<file path="config.mk">
export PLATFORM = sky130hd
export DESIGN_NAME = ecgcfg_top
export DESIGN_NICKNAME = d
export VERILOG_FILES = /design/src/rtl/ecgcfg_top.v
export VERILOG_INCLUDE_DIRS = /design/src /design/src/rtl
export SDC_FILE = /design/constraint.sdc
export NUM_CORES = 1
export LEC_CHECK = 0
export BUFFER_PORTS_ARGS = -buffer_cell sky130_fd_sc_hd__buf_2
export CORE_AREA = 2 2 129 131
export CTS_CLUSTER_DIAMETER = 150
export DETAILED_ROUTE_END_ITERATION = 10
export DIE_AREA = 0 0 131 133
export GPL_TIMING_DRIVEN = 0
export PLACE_DENSITY = 0.63
export SYNTH_ARGS = -nofsm -noshare
export SYNTH_HDL_FRONTEND = slang
export SYNTH_SLANG_ARGS = --single-unit
export TNS_END_PERCENT = 20
</file>
<file path="constraint.sdc">
create_clock -name clk -period 2.8 [get_ports clk]
set_input_delay 0.42 -clock clk [delete_from_list [all_inputs] [get_ports clk]]
set_output_delay 0.42 -clock clk [all_outputs]
set_load 0.02 [all_outputs]
</file>
<file path="src/rtl/ecgcfg_regs.vh">
// Offsets, field positions, reset values and counts of the status and
// rate configuration bank. Definitions only; included by the top module.
`ifndef ECGCFG_REGS_VH
`define ECGCFG_REGS_VH

// ------------------------------------------------------------
// Register offsets
// ------------------------------------------------------------
`define ECGCFG_ADDR_RANGE3 8'h1c
`define ECGCFG_ADDR_SYNCERR 8'h1d
`define ECGCFG_ADDR_MISCERR 8'h1e
`define ECGCFG_ADDR_DRIVE 8'h1f
`define ECGCFG_ADDR_R2 8'h21
`define ECGCFG_ADDR_R3CH1 8'h22
`define ECGCFG_ADDR_R3CH2 8'h23
`define ECGCFG_ADDR_R3CH3 8'h24
`define ECGCFG_ADDR_PACE 8'h25
`define ECGCFG_ADDR_BYPASS 8'h26
`define ECGCFG_ADDR_DRSRC 8'h27
`define ECGCFG_ADDR_SYNCCTL 8'h28
`define ECGCFG_ADDR_DRMASK 8'h29
`define ECGCFG_ADDR_ALMASK 8'h2a

// ------------------------------------------------------------
// Reset values
// ------------------------------------------------------------
`define ECGCFG_RST_DRIVE 2'h3
`define ECGCFG_RST_R2 4'h8
`define ECGCFG_RST_R3 8'h80
`define ECGCFG_RST_PACE 3'h0
`define ECGCFG_RST_BYPASS 3'h0
`define ECGCFG_RST_DRSRC 6'h00
`define ECGCFG_RST_SYNCSRC 6'h00
`define ECGCFG_RST_SYNCDIR 1'h1
`define ECGCFG_RST_DRMASK 2'h0
`define ECGCFG_RST_ALMASK 8'h00

// ------------------------------------------------------------
// Field positions
// ------------------------------------------------------------
`define ECGCFG_SYNCCTL_DIR 6
`define ECGCFG_DRMASK_START 1
`define ECGCFG_DRMASK_RESYNC 0
`define ECGCFG_RANGE3_SIGN 5

// ------------------------------------------------------------
// Masking interval lengths in output data periods
// ------------------------------------------------------------
`define ECGCFG_MASK_PERIODS 4'h6
`define ECGCFG_MASK_PERIODS_2X 4'hb

`endif

</file>
<file path="src/rtl/ecgcfg_top.v">
// Status and rate configuration register bank of a three channel
// biopotential front end, with data-ready, sync and alarm pin logic.
// Assumes a plain register port on clk, analog status levels arriving
// asynchronously, and ready pulses from filter logic on clk.
`timescale 1ns/10ps
`include "ecgcfg_regs.vh"

module ecgcfg_top (
  input wire clk,
  input wire rst_n,
  // Register port
  input wire [7:0] reg_addr,
  input wire [7:0] reg_wdata,
  input wire reg_wr,
  input wire reg_rd,
  output reg [7:0] reg_rdata,
  // Digital clock enable from the clock control register
  input wire clk_digital_en,
  // Raw analog channel three range levels
  input wire modulator_overrange_ch3,
  input wire amp_output_a,
  input wire neg_out_near_low_rail_ch3,
  input wire neg_out_near_high_rail_ch3,
  input wire pos_out_near_low_rail_ch3,
  input wire pos_out_near_high_rail_ch3,
  input wire diff_out_range_ch3,
  // Raw sync error levels
  input wire timing_phase_adjusted,
  input wire filter_timing_resync_ch1,
  input wire filter_timing_resync_ch2,
  input wire filter_timing_resync_ch3,
  // Raw miscellaneous error levels
  input wire low_supply_flag,
  input wire leg_drive_near_rail_flag,
  input wire common_level_out_of_range_flag,
  // Other alarm conditions kept elsewhere
  input wire sync_edge_error,
  input wire range_error_ch1,
  input wire range_error_ch2,
  input wire electrode_off,
  // Filter side, same clock
  input wire [2:0] pace_ready,
  input wire [2:0] ecg_ready,
  input wire [2:0] ecg_channel_en,
  input wire start_conversion_ctl,
  input wire out_of_sync_detect,
  // Configuration outputs
  output wire [1:0] drive_strength,
  output wire [3:0] second_stage_rate,
  output wire [7:0] third_stage_rate_ch1,
  output wire [7:0] third_stage_rate_ch2,
  output wire [7:0] third_stage_rate_ch3,
  output wire [2:0] pace_rate_double,
  output wire [2:0] ecg_filter_bypass,
  // Pins
  output reg data_ready_n_pin,
  output reg sync_pin_o,
  output wire sync_pin_oe,
  input wire sync_pin_i,
  output reg sync_pin_fall,
  output reg alarm_n_pin,
  output wire alarm_status
);

  // ------------------------------------------------------------
  // Storage
  // ------------------------------------------------------------
  reg [6:0] range3; // Channel three range status
  reg [3:0] sync_err; // Sync error status
  reg [2:0] misc_err; // Misc error status
  reg [1:0] drive; // Drive strength field
  reg [3:0] second_stage_decimation; // Second stage one-hot
  reg [7:0] r3_rate [0:2]; // Third stage one-hot per channel
  reg [2:0] pace_rate; // Pace rate bits
  reg [2:0] bypass; // ECG filter bypass bits
  reg [5:0] dr_src; // Data-ready source
  reg [5:0] sync_src; // Sync pin source
  reg sync_dir; // Sync pin input select
  reg [1:0] dr_mask_ctl; // Data-ready mask disables
  reg [7:0] alarm_mask; // Alarm condition masks
  reg [3:0] mask_count; // Periods left in mask interval
  reg masking; // Mask interval running
  reg start_d; // Delayed start control
  reg sync_in_s1; // Sync pin first stage
  reg sync_in_s2; // Sync pin second stage
  reg sync_in_d; // Sync pin previous level
  reg [17:0] raw_s1; // Status first stage
  reg [17:0] raw_s2; // Status second stage

  // ------------------------------------------------------------
  // One-hot check
  // ------------------------------------------------------------
  function onehot8;
    input [7:0] v;
    begin
      onehot8 = (v != 8'h00) && ((v & (v - 8'h01)) == 8'h00);
    end
  endfunction

  // ------------------------------------------------------------
  // Input synchronisers
  // ------------------------------------------------------------
  wire [17:0] raw_in;
  assign raw_in = {electrode_off, range_error_ch1, range_error_ch2,
    sync_edge_error, low_supply_flag, leg_drive_near_rail_flag,
    common_level_out_of_range_flag, timing_phase_adjusted,
    filter_timing_resync_ch3, filter_timing_resync_ch2,
    filter_timing_resync_ch1, modulator_overrange_ch3, amp_output_a,
    neg_out_near_low_rail_ch3, neg_out_near_high_rail_ch3,
    pos_out_near_low_rail_ch3, pos_out_near_high_rail_ch3,
    diff_out_range_ch3};

  // Two flops on every asynchronous level
  always @(posedge clk)
  begin
    if (!rst_n)
    begin
      raw_s1 <= 18'h00000;
      raw_s2 <= 18'h00000;
      sync_in_s1 <= 1'b1;
      sync_in_s2 <= 1'b1;
    end
    else
    begin
      raw_s1 <= raw_in;
      raw_s2 <= raw_s1;
      sync_in_s1 <= sync_pin_i;
      sync_in_s2 <= sync_in_s1;
    end
  end

  // ------------------------------------------------------------
  // Error status capture
  // ------------------------------------------------------------
  // Frozen while the digital clock is off
  always @(posedge clk)
  begin
    if (!rst_n)
    begin
      range3 <= 7'h00;
      sync_err <= 4'h0;
      misc_err <= 3'h0;
    end
    else if (clk_digital_en)
    begin
      // Over-range, sign, rails, differential
      range3 <= raw_s2[6:0];
      sync_err <= raw_s2[10:7];
      misc_err <= raw_s2[13:11];
    end
  end

  // ------------------------------------------------------------
  // Register writes
  // ------------------------------------------------------------
  wire [7:0] r2_new;
  assign r2_new = {4'h0, reg_wdata[3:0]};

  // Status addresses take no write
  always @(posedge clk)
  begin
    if (!rst_n)
    begin
      drive <= `ECGCFG_RST_DRIVE;
      second_stage_decimation <= `ECGCFG_RST_R2;
      pace_rate <= `ECGCFG_RST_PACE;
      bypass <= `ECGCFG_RST_BYPASS;
      dr_src <= `ECGCFG_RST_DRSRC;
      sync_src <= `ECGCFG_RST_SYNCSRC;
      sync_dir <= `ECGCFG_RST_SYNCDIR;
      dr_mask_ctl <= `ECGCFG_RST_DRMASK;
      alarm_mask <= `ECGCFG_RST_ALMASK;
    end
    else if (reg_wr)
    begin
      case (reg_addr)
        `ECGCFG_ADDR_DRIVE:
          drive <= reg_wdata[1:0];
        `ECGCFG_ADDR_R2:
          // Invalid pattern restores default
          second_stage_decimation <= onehot8(r2_new) ? reg_wdata[3:0]
                                     : `ECGCFG_RST_R2;
        `ECGCFG_ADDR_PACE:
          pace_rate <= reg_wdata[2:0];
        `ECGCFG_ADDR_BYPASS:
          bypass <= reg_wdata[2:0];
        `ECGCFG_ADDR_DRSRC:
          dr_src <= reg_wdata[5:0];
        `ECGCFG_ADDR_SYNCCTL:
        begin
          sync_dir <= reg_wdata[`ECGCFG_SYNCCTL_DIR];
          sync_src <= reg_wdata[5:0];
        end
        `ECGCFG_ADDR_DRMASK:
          dr_mask_ctl <= reg_wdata[1:0];
        `ECGCFG_ADDR_ALMASK:
          alarm_mask <= reg_wdata;
        default:
          // Status and unmapped addresses ignored
          drive <= drive;
      endcase
    end
  end

  // ------------------------------------------------------------
  // Third stage rate per channel
  // ------------------------------------------------------------
  genvar gi;
  generate
    for (gi = 0; gi < 3; gi = gi + 1)
    begin : g_r3
      // Each channel validates its own one-hot write
      always @(posedge clk)
      begin
        if (!rst_n)
          r3_rate[gi] <= `ECGCFG_RST_R3;
        else if (reg_wr &&
                 {24'h000000, reg_addr} == `ECGCFG_ADDR_R3CH1 + gi)
          r3_rate[gi] <= onehot8(reg_wdata) ? reg_wdata
                                            : `ECGCFG_RST_R3;
      end
    end
  endgenerate

  // ------------------------------------------------------------
  // Register reads
  // ------------------------------------------------------------
  reg [7:0] next_rdata;

  // Read data selection, reserved bits zero
  always @*
  begin
    case (reg_addr)
      `ECGCFG_ADDR_RANGE3: next_rdata = {1'b0, range3};
      `ECGCFG_ADDR_SYNCERR: next_rdata = {4'h0, sync_err};
      `ECGCFG_ADDR_MISCERR: next_rdata = {5'h00, misc_err};
      `ECGCFG_ADDR_DRIVE: next_rdata = {6'h00, drive};
      `ECGCFG_ADDR_R2: next_rdata = {4'h0, second_stage_decimation};
      `ECGCFG_ADDR_R3CH1: next_rdata = r3_rate[0];
      `ECGCFG_ADDR_R3CH2: next_rdata = r3_rate[1];
      `ECGCFG_ADDR_R3CH3: next_rdata = r3_rate[2];
      `ECGCFG_ADDR_PACE: next_rdata = {5'h00, pace_rate};
      `ECGCFG_ADDR_BYPASS: next_rdata = {5'h00, bypass};
      `ECGCFG_ADDR_DRSRC: next_rdata = {2'h0, dr_src};
      `ECGCFG_ADDR_SYNCCTL: next_rdata = {1'b0, sync_dir, sync_src};
      `ECGCFG_ADDR_DRMASK: next_rdata = {6'h00, dr_mask_ctl};
      `ECGCFG_ADDR_ALMASK: next_rdata = alarm_mask;
      default: next_rdata = 8'h00;
    endcase
  end

  // Read data stands one cycle after the strobe
  always @(posedge clk)
  begin
    if (!rst_n)
      reg_rdata <= 8'h00;
    else if (reg_rd)
      reg_rdata <= next_rdata;
    else
      reg_rdata <= 8'h00;
  end

  // ------------------------------------------------------------
  // Data-ready masking interval
  // ------------------------------------------------------------
  wire any_ecg; // Some ECG channel running
  wire period_tick; // One output data period elapsed
  wire [3:0] mask_len; // Periods in this interval
  wire start_rise; // Start control turned on
  wire mask_trigger; // Begin a new interval
  wire [5:0] streams; // Pace and ECG ready pulses

  assign streams = {ecg_ready, pace_ready};
  assign any_ecg = |ecg_channel_en;
  // Lowest enabled ECG channel paces the count
  assign period_tick = any_ecg ?
    (ecg_channel_en[0] ? ecg_ready[0] :
     ecg_channel_en[1] ? ecg_ready[1] : ecg_ready[2]) :
    pace_ready[0];
  assign mask_len = (!any_ecg && pace_rate[0]) ?
    `ECGCFG_MASK_PERIODS_2X : `ECGCFG_MASK_PERIODS;
  assign start_rise = start_conversion_ctl && !start_d;
  assign mask_trigger =
    (start_rise && !dr_mask_ctl[`ECGCFG_DRMASK_START]) ||
    (out_of_sync_detect &&
     !dr_mask_ctl[`ECGCFG_DRMASK_RESYNC]);

  // Counts output periods; a new trigger restarts the count
  always @(posedge clk)
  begin
    if (!rst_n)
    begin
      start_d <= 1'b0;
      masking <= 1'b0;
      mask_count <= 4'h0;
    end
    else
    begin
      start_d <= start_conversion_ctl;
      if (mask_trigger)
      begin
        masking <= 1'b1;
        mask_count <= mask_len;
      end
      else if (masking && period_tick)
      begin
        // Last period ends the interval
        if (mask_count == 4'h1)
          masking <= 1'b0;
        mask_count <= mask_count - 4'h1;
      end
    end
  end

  // ------------------------------------------------------------
  // Data-ready and sync pins
  // ------------------------------------------------------------
  wire dr_event; // Selected stream pulsed
  wire sync_event; // Selected sync stream pulsed
  assign dr_event = |(streams & dr_src);
  assign sync_event = |(streams & sync_src);

  // Active low pulses on the pins
  always @(posedge clk)
  begin
    if (!rst_n)
    begin
      data_ready_n_pin <= 1'b1;
      sync_pin_o <= 1'b1;
      sync_in_d <= 1'b1;
      sync_pin_fall <= 1'b0;
    end
    else
    begin
      // Blocked while masking or with no source
      data_ready_n_pin <= !(dr_event && !masking
                            && !mask_trigger);
      sync_pin_o <= !sync_event;
      sync_in_d <= sync_in_s2;
      // Falling edge of an incoming sync, input mode only
      sync_pin_fall <= sync_dir && sync_in_d && !sync_in_s2;
    end
  end

  assign sync_pin_oe = !sync_dir;

  // ------------------------------------------------------------
  // Alarm pin
  // ------------------------------------------------------------
  wire ch3_err; // Any channel three range fault
  wire [7:0] alarm_cond; // Alarm conditions, mask order
  assign ch3_err = |{range3[6], range3[4:0]};
  assign alarm_cond = {raw_s2[14], ch3_err, raw_s2[15], raw_s2[16],
                       raw_s2[17], misc_err};

  // Masked conditions stay visible in status
  always @(posedge clk)
  begin
    if (!rst_n)
      alarm_n_pin <= 1'b1;
    else
      alarm_n_pin <= !(|(alarm_cond & ~alarm_mask));
  end

  assign alarm_status = !alarm_n_pin;

  // ------------------------------------------------------------
  // Configuration outputs
  // ------------------------------------------------------------
  assign drive_strength = drive;
  assign second_stage_rate = second_stage_decimation;
  assign third_stage_rate_ch1 = r3_rate[0];
  assign third_stage_rate_ch2 = r3_rate[1];
  assign third_stage_rate_ch3 = r3_rate[2];
  assign pace_rate_double = pace_rate;
  assign ecg_filter_bypass = bypass;

endmodule // ecgcfg_top

</file>
==> run metrics <==
status finished clean; CP Launch Point reg_addr[3]; RSZ-0062 raised after global routing no; final std cells w/o fill 923; largest net degree at the start of global routing 17; hold wc startpoint sync_pin_i; die area 17400 µm²; ant diodes 0; Synth area leader dfxtp_1; Vias/cell 5.16; Slew HR 49.4%; Pwr Density 665 nW/µm²; startpoint types input port; Global Route Usage Sum 19.1%; maximum buffer depth of the clock tree 2; count of buffers from port buffering 97; TritonCTS clock tree yes; final worst path period need 2.23 ns; antenna-violating nets left 0; Synth Area in Simple Gates 24.3%; Area Overhead vs Synth 24.7%; Avg Inst Size Synth 9.61 µm²; synthesized area 5520 µm²; Total Nets Final 743; Fin. Hold Viols 0; FF+latch count, synth 130; Area contributors post-synth dfxtp_1 38%, edfxtp_1 13%, mux2i_1 6.4%; Core Area 16200 µm²; worst hold stages 2; IO Pins 101; Reg2Reg Depth 5; worst-margin pin slew 0.759 ns; Synth top area share 38.5%; Post-route DRC 0; capturing element type of the critical path flop; post-synthesis mux area share 7.37%; fillers 1582; Post-synth ARST share 0%; HPWL after DPL 12.1 mm; DR iter-0 viols 536; Worst Path Class, Setup input port to flop; Reg area 2840 µm²; FMAX 448 MHz; setup_tns 0 ns; Post-Synth XOR/XNOR Area 0.318%; clock-pin slew on the worst setup and hold paths 0.06 ns; postcts setup bufs 0; Most used DFF post-synth dfxtp_1; Avg WL per Cell 17.9 µm; Starting Density 34.1%; yosys warns 0; vias after detailed routing 4760; first-pass GRT wire length 24.8 mm; CP arrival 2.40 ns; combinational family with the most area after synthesis simple AND/OR/NAND/NOR gates; Worst EP required 2.97 ns; clock tree sinks 130; gpl congestion 0.882; grt ovf 0; max-cap viol count 0; H-tree levels 4; Pre-antenna DRT Iters 6; leakage power 2.66 nW; syn_nets 627; post-synth cell types 62; layout cells sized above 1 21.9%; Syn Inst Count 574; die span in y 133 µm; initial antenna violation count 0; clock skew 0.00668 ns; vias in the first global route 4367; Seq/Total Area, Yosys 51.5%; Post-synth EDFFs 24; root buffer cell clkbuf_16; Cell Rows 47; Inst Count DP 891; reg2reg start masking; Post-Synth Adder-Cell Area 0.635%; Crit Path Max Fanout 8; clk_lat worst skew 0.42 ns; Final Max Slew Viols 0; Num CTS Buffers 17; drt total wl 16.5 mm; area of the multi-input gates 2450 µm²; Hold-fix buffers, CTS 0; Setup violations, final 0; final period utilization 79.8%; post_cts resized 0; chip width 131 µm; Max VDD drop 453 µV; Min-Delay Path Class input port to flop; post-synthesis compound-gate area fraction 11.9%
## kinds of logic (layout without fill, tap and decap cells)
logic type      count (synthesis)  count (layout)
mux                            40              40
xor+xnor                        2               2
buf+inv                        54             183
compound gates                 94              94
flops                         130             130
simple gates                  251             251
fa+ha+maj                       3               3
## state kept, by name (all words and copies together), names as in the netlist, 4 cells and up
signal	count
raw_s1	18
dr_src	6
reg_rdata	8
range3	7
raw_s2	18
alarm_mask	8
mask_count	4
sync_err	4
sync_src	6
second_stage_rate	4
r3_rate	24
## final timing paths
kind                        end  slack (ns)
setup / recovery  r3_rate[0][7]        0.57
hold / removal       sync_in_s1        0.18
setup reg to reg  mask_count[3]        0.97
hold reg to reg      sync_in_s2        0.40
## metrics by stage
step | cell area, µm² | worst slack [ns] | utilization [%] | hold WS, ns | power, mW
after CTS | 6880 | 0.640 | 42.5 | 0.172 | 4.60
final | 6880 | 0.566 | 42.5 | 0.178 | 4.58
after detailed placement | 6280 | 0.216 | 38.8 | 0.392 | 2.36
after floorplan | 5520 | 0.576 | - | 0.386 | 2.22
after global placement | 6280 | 0.240 | 38.8 | 0.388 | 2.36
after global routing | 6880 | 0.473 | 42.5 | 0.173 | 4.73
## synth_stat cells, types with 2 or more instances
library cell / instances
dfxtp_1: 106
nand2_1: 49
nor2_1: 42
and2_1: 39
mux2i_1: 35
nor3_1: 32
a21oi_1: 25
clkbuf_1: 24
edfxtp_1: 24
nand3_1: 21
a22oi_1: 16
inv_1: 14
nand2b_1: 13
nor4_1: 10
nor2b_1: 9
a22o_1: 7
buf_1: 7
buf_2: 7
a211oi_1: 6
nand3b_1: 6
mux2_2: 5
o21ai_0: 5
a21boi_0: 4
a222oi_1: 4
nand4_1: 4
a21o_1: 3
a31oi_1: 3
and3_1: 3
nand4b_1: 3
nor3_2: 3
nor3b_1: 3
or4_1: 3
a221oi_1: 2
a31o_2: 2
ha_1: 2
o2111ai_1: 2
o211ai_1: 2
o21a_1: 2
o22ai_1: 2
o31a_1: 2
xnor2_1: 2
## worst max-delay path, stage by stage
cell	delay (ns)
buf_2	0.15
nor3b_2	0.27
nand2_1	0.26
nor3_2	0.50
nand2b_1	0.10
buf_1	0.25
or4_1	0.44
## cell usage in the layout, fill, tap and decap left out, types with 16 or more instances in the layout
| master | count |
|---|---|
| and2_1 | 39 |
| nor2_1 | 42 |
| nand3_1 | 21 |
| edfxtp_1 | 24 |
| clkbuf_16 | 17 |
| a22oi_1 | 16 |
| buf_2 | 104 |
| a21oi_1 | 25 |
| nand2_1 | 49 |
| dfxtp_1 | 106 |
| nor3_1 | 32 |
| clkbuf_1 | 25 |
| mux2i_1 | 35 |
## power by group
part | switching (mW) | leakage [nW] | internal [mW]
logic | 0.214 | 1.27 | 0.117
registers | 0.0320 | 1.09 | 1.96
clock network | 0.873 | 0.295 | 1.38
total | 1.12 | 2.66 | 3.46
## metal layers
layer | GRT usage, % | routed length, µm | vias up
met2 | 28.7 | 7550 | 223
met3 | 5.22 | 1490 | 24
met4 | 7.03 | 330 | 0
li1 | - | - | 2286
met1 | 26.3 | 7160 | 2227
met5 | 0 | 0 | -
## cell type report
cell class / instances / share of cell area [%]
sequential: 130 / 41.3
buffer: 39 / 2.36
multi-input combinational: 390 / 35.7
clock inverter: 12 / 2.11
inverter: 15 / 0.818
tap: 220 / 4.00
timing repair buffer: 97 / 7.06
clock buffer: 20 / 6.64
(Power assumes the default switching activity.)
